[src/logic/gate_driver_config_defs.vh]
// Offsets, field positions, reset values and timing counts of the bank
`ifndef GATE_DRIVER_CONFIG_DEFS_VH
`define GATE_DRIVER_CONFIG_DEFS_VH

// Register offsets
`define ADDR_OTP_PROGRAM 7'h06
`define ADDR_OTP_CONTENTS 7'h07
`define ADDR_BRIDGE_DRIVER_CONFIG 7'h0A
`define ADDR_CURRENT_GLOBAL_SCALE 7'h0B
`define ADDR_PHASE_OFFSET_RESULT 7'h0C

// Bridge driver configuration fields
`define ANALOG_DT_LSB 0
`define ANALOG_DT_MSB 4
`define DIGITAL_DT_LSB 8
`define DIGITAL_DT_MSB 11
`define OT_SEL_LSB 16
`define OT_SEL_MSB 17
`define GATE_SEL_LSB 18
`define GATE_SEL_MSB 19
`define FILT_SEL_LSB 20
`define FILT_SEL_MSB 21

// Programming word fields
`define PROG_BIT_LSB 0
`define PROG_BIT_MSB 2
`define PROG_BYTE_LSB 4
`define PROG_BYTE_MSB 5
`define PROG_KEY_LSB 8
`define PROG_KEY_MSB 15
`define PROGRAM_KEY 8'hBD
`define PROG_BYTE_INDEX 2'h0

// OTP bit positions
`define OTP_BLANK_BIT 7
`define OTP_DEADTIME_BIT 6
`define OTP_SHORT_BIT 5
`define OTP_TRIM_MSB 4

// Reset values
`define RST_ANALOG_DT 5'h00
`define RST_OT_SEL 2'h0
`define RST_GATE_SEL 2'h0
`define RST_FILT_SEL 2'h0
`define RST_GLOBAL_SCALE 8'h00
`define DIGITAL_DT_OTP_CLR 4'h4
`define DIGITAL_DT_OTP_SET 4'h2
`define BLANK_OTP_CLR 2'h2
`define BLANK_OTP_SET 2'h1
`define SHORT_OTP_CLR 4'h6
`define SHORT_OTP_SET 4'hC

// Gate drive codes
`define GATE_WEAK 2'h0
`define GATE_WEAK_BOOST 2'h1
`define GATE_MEDIUM 2'h2

// Timing, in ns unless stated
`define CLK_PERIOD_NS 25
`define DIGITAL_CYCLE_NS 83
`define ANALOG_MIN_NS 100
`define ANALOG_MID_NS 200
`define ANALOG_MAX_NS 375
`define ANALOG_MID_CODE 16
`define ANALOG_MAX_CODE 24
`define PROGRAM_TIME_MS 10
`define PROGRAM_CYCLES (`PROGRAM_TIME_MS * 1000000 / `CLK_PERIOD_NS)

`endif

[src/logic/gate_driver_config.v]
// Configuration bank, dead-time sequencer and OTP byte of the bridge driver
`timescale 1ns/1ps
// How it works
// - Analog dead-time code 0/16/24 means 100/200/375 ns; resets to 0.
// - Digital dead time counts 0..15 internal cycles of about 83 ns.
// - The longer of analog and digital dead time is applied.
// - OTP bit 6 clear gives 4 digital cycles after reset, set gives 2.
// - Overtemp threshold select 00/01/10/11 is 150/143/136/120 C; resets 00.
// - After overtemp shutdown the bridge returns only below prewarning.
// - Gate current: weak, weak boosted when hot, medium, strong; resets 00.
// - Sense filter select 00..11 is 100..400 ns; resets 00.
// - Current_global_scale multiplies current; 0 means full scale, else n/256.
// - Offset word: phase A signed in upper byte, phase B in lower.
// - OTP byte supplies several power-up defaults, loaded at reset.
// - OTP bits start from the factory byte at reset and programming can only set them.
// - OTP bit 7 clear gives blank code 2, set gives blank code 1.
// - OTP bit 5 clear gives both short levels 6, set gives 12.
// - OTP bits 4..0 give the oscillator trim default.
// - Reading the programming register refreshes the OTP read data.
`include "gate_driver_config_defs.vh"

module gate_driver_config #(
  parameter PROG_CYCLES = `PROGRAM_CYCLES
) (
  input wire sys_clk,
  input wire rst,
  input wire wr_en,
  input wire [6:0] wr_addr,
  input wire [31:0] wr_data,
  input wire rd_en,
  input wire [6:0] rd_addr,
  output reg [31:0] rd_data,
  output reg rd_valid,
  input wire [7:0] otp_factory_bits,
  input wire [7:0] offset_phase_a,
  input wire [7:0] offset_phase_b,
  input wire [3:0] temp_above,
  input wire bridge_cmd,
  input wire [7:0] current_demand,
  output reg high_gate_on,
  output reg low_gate_on,
  output reg bridge_disabled,
  output reg overtemp_prewarning,
  output reg [1:0] gate_current_sel,
  output reg [1:0] sense_filter_sel,
  output reg [4:0] analog_deadtime,
  output reg [3:0] digital_deadtime_cycles,
  output reg [7:0] scaled_current,
  output reg [1:0] blank_time,
  output reg [3:0] ground_short_sensitivity,
  output reg [3:0] supply_short_sensitivity,
  output reg [4:0] oscillator_trim,
  output reg otp_busy
);

  localparam [2:0] ST_DEAD = 3'b001;
  localparam [2:0] ST_HIGH = 3'b010;
  localparam [2:0] ST_LOW = 3'b100;

  // Analog dead time in ns, piecewise linear over the code
  function [11:0] analog_ns;
    input [4:0] code;
    reg [31:0] t;
    begin
      if (code <= `ANALOG_MID_CODE) begin
        t = `ANALOG_MIN_NS + {27'h0000000, code} *
          (`ANALOG_MID_NS - `ANALOG_MIN_NS) / `ANALOG_MID_CODE;
      end else begin
        t = `ANALOG_MID_NS + ({27'h0000000, code} - `ANALOG_MID_CODE) *
          (`ANALOG_MAX_NS - `ANALOG_MID_NS) /
          (`ANALOG_MAX_CODE - `ANALOG_MID_CODE);
      end
      analog_ns = t[11:0]; // Longest code stays well under 4096 ns
    end
  endfunction

  // Least number of system cycles covering a time in ns
  function [6:0] ns_to_cycles;
    input [11:0] ns;
    reg [31:0] c;
    begin
      c = (ns + `CLK_PERIOD_NS - 1) / `CLK_PERIOD_NS;
      ns_to_cycles = c[6:0];
    end
  endfunction

  reg [1:0] overtemp_threshold_sel;
  reg [1:0] gate_sel_cfg;
  reg [7:0] global_scale;
  reg [7:0] fuse;
  reg [7:0] otp_read_shadow;
  reg [2:0] prog_bit;
  reg [22:0] prog_count;
  reg [3:0] temp_s1;
  reg [3:0] temp_s2;
  reg [3:0] temp_s3;
  reg [3:0] temp_level;
  reg [2:0] state;
  reg [2:0] next_state;
  reg [6:0] dead_count;
  reg [6:0] dead_cycles;
  reg [11:0] analog_time;
  reg [11:0] digital_time;
  reg [31:0] digital_wide;
  reg over_limit;
  reg [15:0] product;

  wire [3:0] temp_agree = ~(temp_s2 ^ temp_s3);
  wire wr_drv = wr_en && wr_addr == `ADDR_BRIDGE_DRIVER_CONFIG;
  wire wr_prog = wr_en && wr_addr == `ADDR_OTP_PROGRAM &&
    wr_data[`PROG_KEY_MSB:`PROG_KEY_LSB] == `PROGRAM_KEY &&
    wr_data[`PROG_BYTE_MSB:`PROG_BYTE_LSB] == `PROG_BYTE_INDEX;

  // Bridge driver configuration and current_global_scale registers
  always @(posedge sys_clk) begin
    if (rst) begin
      analog_deadtime <= `RST_ANALOG_DT;
      digital_deadtime_cycles <= otp_factory_bits[`OTP_DEADTIME_BIT] ?
        `DIGITAL_DT_OTP_SET : `DIGITAL_DT_OTP_CLR;
      overtemp_threshold_sel <= `RST_OT_SEL;
      gate_sel_cfg <= `RST_GATE_SEL;
      sense_filter_sel <= `RST_FILT_SEL;
      global_scale <= `RST_GLOBAL_SCALE;
    end else begin
      if (wr_drv) begin
        analog_deadtime <= wr_data[`ANALOG_DT_MSB:`ANALOG_DT_LSB];
        digital_deadtime_cycles <= wr_data[`DIGITAL_DT_MSB:`DIGITAL_DT_LSB];
        overtemp_threshold_sel <= wr_data[`OT_SEL_MSB:`OT_SEL_LSB];
        gate_sel_cfg <= wr_data[`GATE_SEL_MSB:`GATE_SEL_LSB];
        sense_filter_sel <= wr_data[`FILT_SEL_MSB:`FILT_SEL_LSB];
      end
      if (wr_en && wr_addr == `ADDR_CURRENT_GLOBAL_SCALE) begin
        global_scale <= wr_data[7:0]; // Writing 256 stores 0
      end
    end
  end

  // Other defaults taken from the OTP byte at reset
  always @(posedge sys_clk) begin
    if (rst) begin
      blank_time <= otp_factory_bits[`OTP_BLANK_BIT] ?
        `BLANK_OTP_SET : `BLANK_OTP_CLR;
      ground_short_sensitivity <= otp_factory_bits[`OTP_SHORT_BIT] ?
        `SHORT_OTP_SET : `SHORT_OTP_CLR;
      supply_short_sensitivity <= otp_factory_bits[`OTP_SHORT_BIT] ?
        `SHORT_OTP_SET : `SHORT_OTP_CLR;
      oscillator_trim <= otp_factory_bits[`OTP_TRIM_MSB:0];
    end
  end

  // OTP array: loads at reset, a finished program only sets one bit
  always @(posedge sys_clk) begin
    if (rst) begin
      fuse <= otp_factory_bits;
      otp_read_shadow <= otp_factory_bits;
      otp_busy <= 1'b0;
      prog_bit <= 3'h0;
      prog_count <= 23'h000000;
    end else begin
      if (otp_busy) begin
        if (prog_count == 23'h000001) begin
          otp_busy <= 1'b0;
          fuse <= fuse | (8'h01 << prog_bit);
        end
        prog_count <= prog_count - 23'h000001;
      end else if (wr_prog) begin
        otp_busy <= 1'b1;
        prog_bit <= wr_data[`PROG_BIT_MSB:`PROG_BIT_LSB];
        prog_count <= PROG_CYCLES[22:0];
      end
      if (rd_en && rd_addr == `ADDR_OTP_PROGRAM) begin
        otp_read_shadow <= fuse;
      end
    end
  end

  // Register read port, answer one cycle after the request
  always @(posedge sys_clk) begin
    if (rst) begin
      rd_data <= 32'h00000000;
      rd_valid <= 1'b0;
    end else begin
      rd_valid <= rd_en;
      rd_data <= 32'h00000000;
      if (rd_en && rd_addr == `ADDR_OTP_CONTENTS) begin
        rd_data <= {24'h000000, otp_read_shadow};
      end else if (rd_en && rd_addr == `ADDR_PHASE_OFFSET_RESULT) begin
        rd_data <= {16'h0000, offset_phase_a, offset_phase_b};
      end
    end
  end

  // Temperature comparator inputs: three stages, change on agreement
  always @(posedge sys_clk) begin
    if (rst) begin
      temp_s1 <= 4'h0;
      temp_s2 <= 4'h0;
      temp_s3 <= 4'h0;
      temp_level <= 4'h0;
    end else begin
      temp_s1 <= temp_above;
      temp_s2 <= temp_s1;
      temp_s3 <= temp_s2;
      temp_level <= (temp_level & ~temp_agree) | (temp_s3 & temp_agree);
    end
  end

  // Selected shutdown comparator; bit 0 is the prewarning level
  always @* begin
    case (overtemp_threshold_sel)
      2'h0: over_limit = temp_level[3];
      2'h1: over_limit = temp_level[2];
      2'h2: over_limit = temp_level[1];
      default: over_limit = temp_level[0];
    endcase
  end

  // Shutdown latch with release at the prewarning level
  always @(posedge sys_clk) begin
    if (rst) begin
      bridge_disabled <= 1'b0;
      overtemp_prewarning <= 1'b0;
      gate_current_sel <= `GATE_WEAK;
    end else begin
      overtemp_prewarning <= temp_level[0];
      if (over_limit) begin
        bridge_disabled <= 1'b1;
      end else if (!temp_level[0]) begin
        bridge_disabled <= 1'b0;
      end
      if (gate_sel_cfg == `GATE_WEAK_BOOST) begin
        gate_current_sel <= temp_level[0] ?
          `GATE_MEDIUM : `GATE_WEAK;
      end else begin
        gate_current_sel <= gate_sel_cfg;
      end
    end
  end

  // Dead time is the longer of the two settings
  always @* begin
    analog_time = analog_ns(analog_deadtime);
    digital_wide = {28'h0000000, digital_deadtime_cycles} *
      `DIGITAL_CYCLE_NS;
    digital_time = digital_wide[11:0]; // 15 cycles fit in 12 bits
    if (analog_time > digital_time) begin
      dead_cycles = ns_to_cycles(analog_time);
    end else begin
      dead_cycles = ns_to_cycles(digital_time);
    end
  end

  // Gate sequencer: both off for the dead time before every switch-on but the first after reset (counter resets to 0)
  always @* begin
    next_state = state;
    case (state)
      ST_DEAD: begin
        if (dead_count == 7'h00 && !bridge_disabled) begin
          next_state = bridge_cmd ? ST_HIGH : ST_LOW;
        end
      end
      ST_HIGH: begin
        if (!bridge_cmd || bridge_disabled) begin
          next_state = ST_DEAD;
        end
      end
      ST_LOW: begin
        if (bridge_cmd || bridge_disabled) begin
          next_state = ST_DEAD;
        end
      end
      default: next_state = ST_DEAD;
    endcase
  end

  // Sequencer state, dead-time counter and gate outputs
  always @(posedge sys_clk) begin
    if (rst) begin
      state <= ST_DEAD;
      dead_count <= 7'h00;
      high_gate_on <= 1'b0;
      low_gate_on <= 1'b0;
    end else begin
      state <= next_state;
      if (state != ST_DEAD && next_state == ST_DEAD) begin
        dead_count <= dead_cycles;
      end else if (state == ST_DEAD && dead_count != 7'h00) begin
        dead_count <= dead_count - 7'h01;
      end
      high_gate_on <= next_state == ST_HIGH;
      low_gate_on <= next_state == ST_LOW;
    end
  end

  // Current scaling, code 0 counts as full scale
  always @* begin
    if (global_scale == 8'h00) begin
      product = {current_demand, 8'h00};
    end else begin
      product = current_demand * global_scale;
    end
  end

  // Registered scaled current
  always @(posedge sys_clk) begin
    if (rst) begin
      scaled_current <= 8'h00;
    end else begin
      scaled_current <= product[15:8];
    end
  end

endmodule

[config.mk]
export PLATFORM = sky130hd
export DESIGN_NAME = gate_driver_config
export DESIGN_NICKNAME = d
export VERILOG_FILES = /design/src/logic/gate_driver_config.v
export VERILOG_INCLUDE_DIRS = /design/src /design/src/logic
export SDC_FILE = /design/constraint.sdc
export NUM_CORES = 1
export LEC_CHECK = 0
export BUFFER_PORTS_ARGS = -buffer_cell sky130_fd_sc_hd__buf_2
export CORE_UTILIZATION = 59
export DETAILED_ROUTE_END_ITERATION = 12
export PLACE_DENSITY = 0.82
export SYNTH_ARGS = -nofsm -noshare
export SYNTH_HDL_FRONTEND = slang
export SYNTH_SLANG_ARGS = --single-unit
[constraint.sdc]
create_clock -name sys_clk -period 11.1 [get_ports sys_clk]
set_input_delay 1.665 -clock sys_clk [delete_from_list [all_inputs] [get_ports sys_clk]]
set_output_delay 1.665 -clock sys_clk [all_outputs]
set_load 0.05 [all_outputs]
After elaboration in Yosys (flattened, before gate mapping)
Index checks and enable logic that the tools add are counted.
{"block": "classes", "addsub": 9, "n_reduce_logical": 30, "n_mux": 32, "n_mul": 4, "order_cmp": 2, "n_bitwise": 9, "div_mod_pow": 2, "n_eq_ne": 19, "shift": 1}
{"cell": "32-bit by 5-bit divider with 32-bit output (second input constant)", "count": 2}
{"cell": "8-bit 2-to-1 mux", "count": 7}
{"cell": "23-bit 2-to-1 mux", "count": 2}
{"cell": "23-bit by 1-bit == test with 1-bit output (second input constant)", "count": 1}
{"cell": "23-bit by 1-bit subtractor with 23-bit output (second input constant)", "count": 1}
{"cell": "7-bit by 3-bit == test with 1-bit output (second input constant)", "count": 3}
{"cell": "7-bit by 4-bit == test with 1-bit output (second input constant)", "count": 3}
{"cell": "7-bit 2-to-1 mux", "count": 3}
{"cell": "8-bit by 8-bit multiplier with 16-bit output", "count": 1}
{"cell": "16-bit 2-to-1 mux", "count": 1}
{"cell": "6-bit by 9-bit multiplier with 15-bit output (second input constant)", "count": 1}
{"cell": "3-bit 2-to-1 mux", "count": 5}
{"cell": "13-bit by 1-bit subtractor with 14-bit output (second input constant)", "count": 1}
{"cell": "12-bit by 5-bit adder with 13-bit output (second input constant)", "count": 1}
{"cell": "12-bit by 1-bit subtractor with 13-bit output (second input constant)", "count": 1}
{"cell": "11-bit by 5-bit adder with 12-bit output (second input constant)", "count": 1}
{"cell": "8-bit by 12-bit adder with 12-bit output (first input constant)", "count": 1}
{"cell": "12-bit by 11-bit > comparator with 1-bit output", "count": 1}
{"cell": "12-bit 2-to-1 mux", "count": 1}
{"cell": "4-bit 2-to-1 mux", "count": 3}
{"cell": "2-bit nonzero test", "count": 6}
{"cell": "1-bit logical AND", "count": 11}
{"cell": "4-bit by 7-bit multiplier with 11-bit output (second input constant)", "count": 1}
{"cell": "5-bit by 5-bit multiplier with 10-bit output (second input constant)", "count": 1}
{"cell": "32 further kinds", "count": 49}
{"block": "totals", "reg_bits": 150, "output_inout_bits": 74}

Longest topological paths before layout
Gate-level depths: netlist of run 1.
{"block": "depth", "ltp_word": 9, "ltp_mapped": 45, "depth_no_buf": 43}

Worst setup path after synthesis of run 1
OpenSTA, ideal clock, no wires.
{"block": "synth_timing", "path_kind": "reg-to-reg", "startpoint": "reg analog_deadtime[3]", "endpoint": "reg dead_count[0]", "n_path_buf": 1, "required_time_ps": 10964, "setup_slack_ps": 676, "stages_incl_launch_ff": 39, "arrival_ps": 10288, "path_cell_list": "dfxtp_1 > inv_1 > ha_1 > inv_1 > ha_1 > fa_1 > inv_1 > fa_1 > inv_1 > fa_1 > a211o_1 > and3_1 > or4_1 > and4b_1 > mux2i_1 > a31o_2 > ha_1 > and3_1 > [... 3 more ...] > mux2i_1 > and3b_1 > buf_6 > o211a_4 > or4_4 > or3_4 > a211oi_4 > a2111oi_4 > a2111oi_2 > nor3b_4 > a31oi_4 > xnor2_1 > ha_1 > maj3_1 > a31oi_1 > nand3_1 > o21ai_0 > a311oi_2"}
{"block": "synth_between", "elab_chain_len": 9, "elab_cells_between_ends": 13, "cone_classes": "add/sub (5); mul (2); div (1); order compare (2); mux (3)"}
{"element": "from (decl)", "line": "gate_driver_config.v:46", "rtl": "output reg [4:0] analog_deadtime,"}
{"element": "from (signal assigned)", "line": "gate_driver_config.v:117", "rtl": "analog_deadtime <= `RST_ANALOG_DT;"}
{"element": "from (signal assigned)", "line": "gate_driver_config.v:126", "rtl": "analog_deadtime <= wr_data[`ANALOG_DT_MSB:`ANALOG_DT_LSB];"}
{"element": "5-bit by 5-bit subtractor with 6-bit output (no line)"}
{"element": "6-bit by 9-bit multiplier with 15-bit output", "line": "gate_driver_config.v:69", "rtl": "t = `ANALOG_MID_NS + ({27'h0000000, code} - `ANALOG_MID_CODE) *"}
{"element": "8-bit by 12-bit adder with 12-bit output (no line)"}
{"element": "12-bit 2-to-1 mux *", "line": "gate_driver_config.v:65", "rtl": "if (code <= `ANALOG_MID_CODE) begin"}
{"element": "12-bit by 5-bit adder with 13-bit output (no line)"}
{"element": "13-bit by 1-bit subtractor with 14-bit output", "line": "gate_driver_config.v:82", "rtl": "c = (ns + `CLK_PERIOD_NS - 1) / `CLK_PERIOD_NS;"}
{"element": "32-bit by 5-bit divider with 32-bit output (no line)"}
{"element": "7-bit 2-to-1 mux *", "line": "gate_driver_config.v:246", "rtl": "if (analog_time > digital_time) begin"}
{"element": "7-bit 2-to-1 mux *", "line": "gate_driver_config.v:285", "rtl": "if (state != ST_DEAD && next_state == ST_DEAD) begin"}
{"element": "to (signal assigned)", "line": "gate_driver_config.v:286", "rtl": "dead_count <= dead_cycles;"}
{"element": "to (signal assigned)", "line": "gate_driver_config.v:288", "rtl": "dead_count <= dead_count - 7'h01;"}
{"element": "to (decl)", "line": "gate_driver_config.v:100", "rtl": "reg [6:0] dead_count;"}
Mark *: on every way between the ends. The rest lies on a longest branch, timed or not.
A chain may end at the register's enable or synchronous reset.

Final worst setup path of run 1
{"block": "layout_timing", "startpoint": "reg analog_deadtime[2]", "endpoint": "reg dead_count[0]"}
Same word-level chain as after synthesis.

==> metrics.md, run 1 <==
| Metric | Value |
|---|---|
| Number of buffers created by CTS | `17` |
| Chip width | `139 um` |
| # DRC | `0` |
| Crit path kind | `flop to flop` |
| Syn avg cell area | `8.87 sq um` |
| Netlist cell types | `99` |
| Switching part of the total power | `0.456` |
| CTS max path bufs | `2` |
| CTS root buffer | `clkbuf_16` |
| # setup viols final | `0` |
| Clk_skew | `0.00910 ns` |
| Via count | `9,635` |
| Slowest CP cell | `or4_4` |
| Cell with the most instances after synthesis | `ha_1` |
| Netlist Area Pre-Place | `11,100 sq um` |
| Yosys top cell by area | `dfxtp_1` |
| Fillers | `1,370` |
| EDFF count, synth | `29` |
| 1st-iter DRT viols | `507` |
| Crit path buffers/inverters | `3` |
| Yosys top cell area share | `0.185` |
| Total Power | `2.92 mW` |
| Die span in y | `139 um` |
| Syn. warnings | `0` |
| Dpl ws | `0.388 ns` |
| Nets | `1,632` |
| Rel. slew slack | `0.400` |
| Setup TNS Final | `0 ns` |
| H-Tree Depth | `4` |
| # rows | `49` |
| Max-Cap Viols | `0` |
| Post-synthesis cell count | `1,256` |
| Most used DFF post-synth | `dfxtp_1` |
| Clock Latency Late Sink | `0.42 ns` |
| # port buffers | `130` |
| CTS Sinks | `132` |
| Largest net degree at the start of global routing | `66` |
| DR WL/cell | `16.2 um` |
| Pwr dens | `232 nW/um^2` |
| Crit. End Element | `flop` |
| Total Routing Usage GR | `0.274` |
| First-pass GRT wire length | `43,500 um` |
| ANT nets after route | `0` |
| Gpl congestion | `0.898` |
| Global route total overflow | `0` |
| Initial core utilization | `0.612` |
| Top cells by count, synth | `ha_1 (115), nor2_1 (112), dfxtp_1 (103), nand2_1 (101), inv_1 (100)` |
| Max incr delay on CP | `0.54 ns` |
| Final period util | `0.953` |
| Data arrival, critical path | `10.86 ns` |
| WL final | `26,400 um` |
| Worst IR Drop VDD | `248 uV` |
| HP Class | `flop to flop` |
| Clock Power Share | `0.194` |
| Sequential-to-total area share from yosys stat | `0.263` |
| RSZ-0062 raised after global routing | `false` |
| Switch Pwr | `1.33 mW` |
| Final Critical Period | `10.58 ns` |
| Vias per cell | `5.91` |
| CTS tree | `built` |
| Sequential share of power | `0.184` |
| DRT Pass-1 Iters | `5` |
| Fin. Hold Viols | `0` |
| Die area | `19,400 sq um` |
| Cell mode on critical path | `ha_1` |
| Register bit total from synthesis | `132` |
| Outcome | `completed` |
| Area Growth Syn to Fin | `13.4%` |
| Hpwl dp | `20,100 um` |
| Ranking of synthesized cells by area | `dfxtp_1 (19%), ha_1 (13%), fa_1 (7.9%)` |
| Core box area | `18,200 sq um` |
| Inst Count DP | `1,594` |
| Crit path max fanout | `13` |
| Final cell count without fillers | `1,630` |
| Crit path max-delay family | `compound AO/OA/AOI/OAI gates` |
| Max Transition Viols Final | `0` |
| Vias in the first global route | `9,348` |
| Int Pwr | `1.59 mW` |
| Startpoint Class | `flop` |
| # IOs | `161` |
| Initial antenna violation count | `2` |
| Final setup margin | `0.519 ns` |
| Layout cells sized above 1 | `0.177` |
| CP Data Required Time | `11.38 ns` |
| Worst-Margin Slew | `0.891 ns` |
| Fmax achieved | `94.5 MHz` |
| Reg2Reg Setup Slack | `0.52 ns` |
| Combinational power share | `0.623` |
| Ys async rst share | `0` |
| Static leakage | `6.01 nW` |
| Reg clk slew, reported paths | `0.06 ns` |
## final timing paths
path                 startpoint            end  depth (start not counted)
max          analog_deadtime[2]  dead_count[0]                         38
min                  temp_s1[3]     temp_s2[3]                          1
max reg2reg  analog_deadtime[2]  dead_count[0]                         38
min reg2reg          temp_s1[3]     temp_s2[3]                          1
## timing repair
item,in CTS,in global routing
setup endpoints to repair,0,2
hold buffers,0,0
buffers inserted,0,1
gates resized for setup,0,3
## routing by layer
metal	track usage	share of wire	vias up
li1	-	-	4677
met3	0.0420	0.049	66
met1	0.330	0.42	4583
met5	0	0	-
met2	0.481	0.50	309
met4	0.130	0.031	0
## cells in the final DEF, fill, tap and decap left out, types with 9 or more instances in the layout
cell / count
a211o_1: 13
buf_2: 129
inv_1: 100
nand3_1: 26
and2_1: 47
a31oi_1: 11
nand2_1: 101
o21bai_1: 10
buf_4: 29
clkbuf_16: 17
fa_1: 44
xor2_1: 12
mux2_2: 13
or3_1: 10
nor3_1: 21
nor4_1: 11
conb_1: 20
dfxtp_1: 103
nor2b_1: 33
ha_1: 115
a211oi_1: 21
nand2b_1: 19
a21oi_1: 53
nor2_1: 112
edfxtp_1: 29
a22oi_1: 11
o21ai_0: 29
o21a_1: 9
xnor2_1: 28
or2_2: 13
nand4_1: 11
a21o_1: 12
o211ai_1: 13
mux2i_1: 32
## state kept, by name, summed over array words and instances (netlist names), 3 cells and up, named ones only
name and count:
state 3, temp_s1 4, prog_count 23, rd_data 16
temp_s2 4, scaled_current 8, otp_read_shadow 8, fuse 8
analog_deadtime 5, dead_count 7, oscillator_trim 5, digital_deadtime_cycles 4
prog_bit 3, global_scale 8, temp_s3 4
## power groups by stage
stage	clock network, mW	logic, mW	registers, mW
2_1_floorplan	0	1.32	0.568
3_3_place_gp	0	1.72	0.545
3_5_place_dp	0	1.76	0.546
4_1_cts	0.574	1.77	0.537
5_1_grt	0.596	1.99	0.540
6_report	0.566	1.82	0.537
## cell type report
type | instances | area, sq um | share of cell area
multi-input cells | 977 | 7570 | 0.600
flip-flops and latches | 132 | 2930 | 0.232
repair buffers | 158 | 863 | 0.0684
clock buffers | 17 | 425 | 0.0337
inverters | 100 | 375 | 0.0297
well taps | 229 | 287 | 0.0227
clock inverters | 15 | 168 | 0.0133
diodes | 2 | 5.00 | 0.000396
## through the flow
stage / hold slack (ns) / cell area (sq um) / util
final: 0.442 / 12600 / 0.694
after floorplan: 0.414 / 11200 / -
after global placement: 0.417 / 12000 / 0.659
after detailed placement: 0.428 / 12000 / 0.659
after global routing: 0.461 / 12600 / 0.694
after CTS: 0.444 / 12600 / 0.692
## cell families (layout without fill, tap and decap cells)
kind of cell    Yosys count  count (layout)  synth area share
other cells               2              22          0.000674
compound gates          252             253             0.167
flops                   132             132             0.263
xor+xnor                 42              42            0.0349
buf+inv                 166             290            0.0648
simple gates            454             454             0.214
mux                      48              48            0.0462
fa+ha+maj               160             160             0.209
Power figures use the tool's default switching activity.
==> inputs of run 2 (changes only) <==
RECOVER_POWER = 25   (was not set)
==> run 2 against run 1 <==
Against the previous run:
- the flow now finishes with violations (capacitance limit, slew limit)
- critical path depth unchanged
- first-iteration DRC count grew 16%
- clock skew barely moved
- total power is 0.11% higher
- sequential power about the same
- largest power group unchanged
==> metrics.md, run 2 (synthesis gave the netlist of run 1 again) <==
| Metric | Value |
|---|---|
| # setup viols final | `0 (unchanged)` |
| Vias in the first global route | `9,348 (unchanged)` |
| RSZ-0062 raised after global routing | `false` |
| R2R Path End | `dead_count[0]` |
| Number of buffers created by CTS | `17 (unchanged)` |
| Max incr delay on CP | `0.54 ns (about the same)` |
| Worst IR Drop VDD | `249 uV (+0.42%)` |
| CP Data Required Time | `11.38 ns (about the same)` |
| Crit path kind | `flop to flop` |
| Final period util | `0.953 (about the same)` |
| Rel. slew slack | `-0.868 (-1.27)` |
| # port buffers | `130 (unchanged)` |
| Area occupied by multi-input gates | `7570 sq um (unchanged)` |
| Switch Pwr | `1.34 mW (+0.29%)` |
| H-Tree Depth | `4 (unchanged)` |
| Max-Cap Viols | `1 (+1)` |
| 1st-iter DRT viols | `590 (+16%)` |
| Pwr dens | `232 nW/um^2 (+0.27%)` |
| Initial core utilization | `0.612 (unchanged)` |
| Initial antenna violation count | `2 (unchanged)` |
| Core box area | `18,200 sq um (unchanged)` |
| DR WL/cell | `16.2 um (-0.20%)` |
| Clock Power Share | `0.193 (about the same)` |
| Fmax achieved | `94.6 MHz (about the same)` |
| Largest net degree at the start of global routing | `66 (unchanged)` |
| Most frequent cells in the layout | `buf_2 (116), ha_1 (115), nor2_1 (112), dfxtp_1 (103), nand2_1 (101)` |
| Clock Latency Late Sink | `0.42 ns (about the same)` |
| # DRC | `0 (unchanged)` |
| Cell mode on critical path | `ha_1` |
| Gpl congestion | `0.898 (unchanged)` |
| DRT Pass-1 Iters | `6 (+1)` |
| Fin. Hold Viols | `0 (unchanged)` |
| Top flop regs | `prog_count: 23 flops, rd_data: 16 flops` |
| Violated checks | `capacitance limit, slew limit` |
| Fillers | `1,382 (+0.88%)` |
| Nets | `1,632 (unchanged)` |
| Area Growth Syn to Fin | `13.2%` |
| Reg clk slew, reported paths | `0.06 ns (about the same)` |
| Reg2Reg Setup Slack | `0.53 ns (about the same)` |
| CTS Sinks | `132 (unchanged)` |
| Launch point of the worst reg-to-reg path | `analog_deadtime[2]` |
| Biggest register | `prog_count` |
| Data arrival, critical path | `10.86 ns (about the same)` |
| Most common cell after layout, fill and taps aside | `buf_2` |
| Crit path max fanout | `13 (unchanged)` |
| Static leakage | `5.96 nW (-0.81%)` |
| Via count | `9,635 (unchanged)` |
| Hpwl dp | `20,100 um (unchanged)` |
| Startpoint Class | `flop` |
| Int Pwr | `1.59 mW (about the same)` |
| ANT nets after route | `0 (unchanged)` |
| Layout cells sized above 1 | `0.167 (-0.0107)` |
| Setup TNS Final | `0 ns (unchanged)` |
| Switching part of the total power | `0.457 (+0.000822)` |
| Global route total overflow | `0 (unchanged)` |
| Register-to-Register Path Depth | `38 (unchanged)` |
| CTS root buffer | `clkbuf_16` |
| Setup crit end | `dead_count[0]` |
| Clk_skew | `0.00903 ns (-0.0000695 ns)` |
| HP Class | `flop to flop` |
| Slowest CP cell | `or4_4` |
| Vias per cell | `5.91 (unchanged)` |
| Max reg flops | `23 (unchanged)` |
| CTS tree | `built` |
| Crit. End Element | `flop` |
| Worst-Margin Slew | `2.80 ns (+1.91 ns)` |
| FF+latch area | `2930 sq um (unchanged)` |
| Outcome | `complete, but fails checks` |
| Chip width | `139 um (unchanged)` |
| Sequential share of power | `0.183 (about the same)` |
| Combinational power share | `0.623 (about the same)` |
| # IOs | `161 (unchanged)` |
| Worst setup path startpoint | `analog_deadtime[2]` |
| # rows | `49 (unchanged)` |
| CTS max path bufs | `2 (unchanged)` |
| Max Transition Viols Final | `66 (+66)` |
| Hold WS | `0.441 ns (-0.000860 ns)` |
| Die area | `19,400 sq um (unchanged)` |
| First-pass GRT wire length | `43,500 um (unchanged)` |
| Final Critical Period | `10.57 ns (-0.00610 ns)` |
| Total Routing Usage GR | `0.274 (unchanged)` |
| Final Util | `0.693 (-0.00110)` |
| WL final | `26,400 um (-0.20%)` |
| Worst hold start | `temp_s1[3]` |
| Die span in y | `139 um (unchanged)` |
[run 2: worst min path at each step]
| stage | slack, ns | end | cells after the start |
|---|---|---|---|
| after floorplan | 0.41 | temp_s2[0] | 1 |
| after global placement | 0.42 | temp_s2[2] | 1 |
| after detailed placement | 0.43 | temp_s2[1] | 1 |
| after CTS | 0.44 | temp_s2[3] | 1 |
| after global routing | 0.46 | temp_s2[3] | 1 |
| final | 0.44 | temp_s2[3] | 1 |
[run 2: final cells by class]
type	instances	area share
multi-input combinational	977	0.601
sequential	132	0.233
timing repair buffer	158	0.0669
clock buffer	17	0.0337
inverter	100	0.0298
tap	229	0.0227
clock inverter	15	0.0133
antenna	2	0.000397
[run 2: worst max-delay path: cells and delay by family (launching register included)]
family                     cells  cell delay, ns
AOI/OAI and AO/OA             12            3.05
xor gates and xnor gates       1            0.12
adders and majority gates      9            3.04
buffers and inverters          3            0.39
DFF                            1            0.47
muxes                          1            0.17
and+or+nand+nor               12            3.17
[run 2: power groups by stage]
stage                     Sequential (mW)  Clock (mW)  Combinational (mW)
after floorplan                     0.568           0                1.32
after global placement              0.545           0                1.72
after detailed placement            0.546           0                1.76
after CTS                           0.537       0.574                1.77
after global routing                0.540       0.596                1.99
final                               0.537       0.566                1.83
[run 2: repair_timing]
item	4_1_cts	5_1_grt
setup buffers	0	1
hold buffers	0	0
gates resized for setup	0	3
setup endpoints to repair	0	2
[run 2: metal layers]
| layer | track usage | vias up | share of wire |
|---|---|---|---|
| met2 | 0.481 | 302 | 0.50 |
| met5 | 0 | - | 0 |
| li1 | - | 4678 | - |
| met4 | 0.130 | 0 | 0.031 |
| met1 | 0.330 | 4579 | 0.42 |
| met3 | 0.0420 | 76 | 0.048 |
[run 2: stage by stage]
step                      power, mW  worst slack [ns]  instances  area (sq um)
after CTS                      2.88             0.317       1626         12600
after global routing           3.12            0.0118       1630         12600
after floorplan                1.89             0.676       1274         11200
after global placement         2.26             0.567       1594         12000
after detailed placement       2.30             0.388       1594         12000
final                          2.93             0.525       1630         12600
==> inputs of run 3 (changes only) <==
--- a/config.mk
+++ b/config.mk
@@ -9,4 +9,5 @@
 export BUFFER_PORTS_ARGS = -buffer_cell sky130_fd_sc_hd__buf_2
 export CORE_UTILIZATION = 59
+export CTS_BUF_LIST = sky130_fd_sc_hd__clkbuf_4 sky130_fd_sc_hd__clkbuf_8 sky130_fd_sc_hd__clkbuf_16
 export DETAILED_ROUTE_END_ITERATION = 12
 export PLACE_DENSITY = 0.82
==> constraint.sdc (replaced) <==
create_clock -name sys_clk -period 11.1 [get_ports sys_clk]
set_input_delay 0.555 -clock sys_clk [delete_from_list [all_inputs] [get_ports sys_clk]]
set_output_delay 0.555 -clock sys_clk [all_outputs]
set_load 0.05 [all_outputs]
==> run 3 against run 2 <==
Against the previous run:
- the run still ends with capacitance limit, slew limit left
- utilization down 0.13 points
- first-iteration DRC count down 2.5%
- total power down 1.0%
- die area unchanged
- sequential share of layout area up 0.054 points
- clock power about the same
- final cell count down 0.31%
- combinational power down 2%
- count of clock-buffer cells in the layout up 2
- largest power group unchanged
==> metrics.md, run 3 (synthesis gave the netlist of run 1 again) <==
| Metric | Value |
|---|---|
| Outcome | `complete, but fails checks` |
| Violated checks | `capacitance limit, slew limit` |
| Fillers | `1,380 (-0.14%)` |
| R2R Path End | `dead_count[0]` |
| # IOs | `161 (unchanged)` |
| Vias in the first global route | `9,279 (-0.74%)` |
| Max incr delay on CP | `0.54 ns (about the same)` |
| Fin. Hold Viols | `0 (unchanged)` |
| Die area | `19,400 sq um (unchanged)` |
| Hold path depth | `2 (+1)` |
| DRT Pass-1 Iters | `5 (-1)` |
| Crit path max fanout | `9 (-4)` |
| HP Class | `input port to flop` |
| Worst setup path startpoint | `analog_deadtime[2]` |
| Worst-Margin Slew | `2.85 ns (+0.0467 ns)` |
| Reg2Reg Setup Slack | `0.49 ns (-0.04 ns)` |
| 1st-iter DRT viols | `575 (-2.5%)` |
| Largest net degree at the start of global routing | `67 (+1.5%)` |
| Top flop regs | `prog_count: 23 flops, rd_data: 16 flops` |
| # rows | `49 (unchanged)` |
| Combinational power share | `0.619 (-0.004)` |
| Area occupied by multi-input gates | `7580 sq um (about the same)` |
| Register-to-Register Path Depth | `39 (+2.6%)` |
| Met2 usage | `0.488 (+0.00741)` |
| Most frequent cells in the layout | `ha_1 (115), nor2_1 (112), buf_2 (108), dfxtp_1 (102), nand2_1 (101)` |
| Switch Pwr | `1.31 mW (-2.2%)` |
| # DRC | `0 (unchanged)` |
| Startpoint Class | `flop` |
| CTS max path bufs | `2 (unchanged)` |
| Static leakage | `5.92 nW (-0.68%)` |
| Nets | `1,628 (-0.25%)` |
| Launch point of the worst reg-to-reg path | `analog_deadtime[2]` |
| Fmax achieved | `94.2 MHz (-0.37%)` |
| Chip width | `139 um (unchanged)` |
| Switching part of the total power | `0.451 (-0.00530)` |
| Core box area | `18,200 sq um (unchanged)` |
| Crit. End Element | `flop` |
| Busiest grt layer | `met2` |
| Max reg flops | `23 (unchanged)` |
| Post-Place Cell Area | `12,000 sq um (-0.19%)` |
| Total Routing Usage GR | `0.277 (+0.00246)` |
| First-pass GRT wire length | `43,800 um (+0.76%)` |
| Worst IR Drop VDD | `280 uV (+13%)` |
| Final Critical Period | `10.61 ns (+0.0389 ns)` |
| H-Tree Depth | `4 (unchanged)` |
| # port buffers | `130 (unchanged)` |
| Cell mode on critical path | `ha_1` |
| CTS Sinks | `132 (unchanged)` |
| FF+latch area | `2930 sq um (about the same)` |
| Int Pwr | `1.59 mW (about the same)` |
| Final setup margin | `0.486 ns (-0.0389 ns)` |
| Via count | `9,534 (-1.0%)` |
| Pwr dens | `230 nW/um^2 (-0.82%)` |
| Slowest CP cell | `or4_4` |
| Setup TNS Final | `0 ns (unchanged)` |
| Final period util | `0.956 (+0.00350)` |
| CP Data Required Time | `11.38 ns (about the same)` |
| DR WL/cell | `16.1 um (-0.35%)` |
| Max Transition Viols Final | `67 (+1.5%)` |
| # setup viols final | `0 (unchanged)` |
| Sequential share of power | `0.185 (+0.002)` |
| Reg clk slew, reported paths | `0.06 ns (about the same)` |
| Met3 Use GR | `0.0478 (+0.00585)` |
| Layout cells sized above 1 | `0.160 (-0.00669)` |
| Max-Cap Viols | `1 (unchanged)` |
| Number of buffers created by CTS | `17 (unchanged)` |
| Most common cell after layout, fill and taps aside | `ha_1` |
| Clock Power Share | `0.196 (+0.003)` |
| Fin area | `12,600 sq um (-0.19%)` |
| Clk_skew | `0.00730 ns (-0.00173 ns)` |
| Gpl congestion | `0.912 (+1.5%)` |
| Rel. slew slack | `-0.899 (-0.0311)` |
| WL final | `26,200 um (-0.66%)` |
| Hpwl dp | `19,900 um (-0.71%)` |
| Initial antenna violation count | `1 (-1)` |
| Clock Latency Late Sink | `0.42 ns (about the same)` |
| CTS root buffer | `clkbuf_16` |
| ANT nets after route | `0 (unchanged)` |
| GRT met1 Usage | `0.333 (+0.00322)` |
| RSZ-0062 raised after global routing | `false` |
| Die span in y | `139 um (unchanged)` |
| CTS tree | `built` |
| Vias per cell | `5.87 (-0.74%)` |
| Area Growth Syn to Fin | `13.0%` |
| Biggest register | `prog_count` |
| Post-CTS Hold Buffers | `0 (unchanged)` |
| Crit path kind | `flop to flop` |
| Data arrival, critical path | `10.89 ns (+0.03 ns)` |
| Initial core utilization | `0.612 (unchanged)` |
| Setup crit end | `dead_count[0]` |
| Dpl ws | `0.529 ns (+0.140 ns)` |
| Global route total overflow | `0 (unchanged)` |
## run 3: power groups by stage
stage | sequential (mW) | combinational, mW | clock (mW)
after floorplan | 0.568 | 1.32 | 0
after detailed placement | 0.546 | 1.74 | 0
after global routing | 0.540 | 1.96 | 0.598
after CTS | 0.536 | 1.75 | 0.572
after global placement | 0.545 | 1.72 | 0
final | 0.537 | 1.79 | 0.568
## run 3: critical path, delay by kind of cell, from the launching register on
family	cells	cell delay, ns
buffers and inverters	4	0.56
flip-flops	1	0.48
adder cells (fa/ha/maj)	9	3.03
XOR/XNOR	1	0.11
multiplexers	1	0.18
AND/OR/NAND/NOR	12	3.13
AO/OA/AOI/OAI	12	2.99
## run 3: worst min-delay path by stage
stage                   startpoint                 end  slack [ns]
4_1_cts          offset_phase_a[2]         rd_data[10]        0.32
3_5_place_dp            temp_s1[3]          temp_s2[3]        0.42
2_1_floorplan           temp_s1[0]          temp_s2[0]        0.41
6_report         offset_phase_a[2]         rd_data[10]        0.33
3_3_place_gp            temp_s1[2]          temp_s2[2]        0.42
5_1_grt        otp_factory_bits[1]  oscillator_trim[1]        0.31
## run 3: repair_timing
item | 4_1_cts | 5_1_grt
resized for setup | 0 | 7
endpoints found under the setup margin | 0 | 2
setup buffers | 0 | 1
## run 3: cell type report
type | count | area share
multi-input cells | 976 | 0.602
clock inverters | 13 | 0.0108
flip-flops and latches | 132 | 0.233
well taps | 229 | 0.0228
repair buffers | 155 | 0.0644
inverters | 100 | 0.0298
clock buffers | 19 | 0.0369
diodes | 1 | 0.000199
## run 3: layer usage
| metal | up-vias | part of all wire |
|---|---|---|
| met5 | - | 0 |
| met4 | 0 | 0.034 |
| met3 | 69 | 0.050 |
| met2 | 306 | 0.50 |
| met1 | 4503 | 0.42 |
| li1 | 4656 | - |
## run 3: metrics by stage
stage | utilization | hold WS [ns] | cells | total power, mW
after floorplan | - | 0.414 | 1274 | 1.89
after global placement | 0.658 | 0.416 | 1591 | 2.26
after detailed placement | 0.658 | 0.423 | 1591 | 2.29
after CTS | 0.691 | 0.321 | 1623 | 2.86
after global routing | 0.691 | 0.312 | 1625 | 3.09
final | 0.691 | 0.332 | 1625 | 2.90
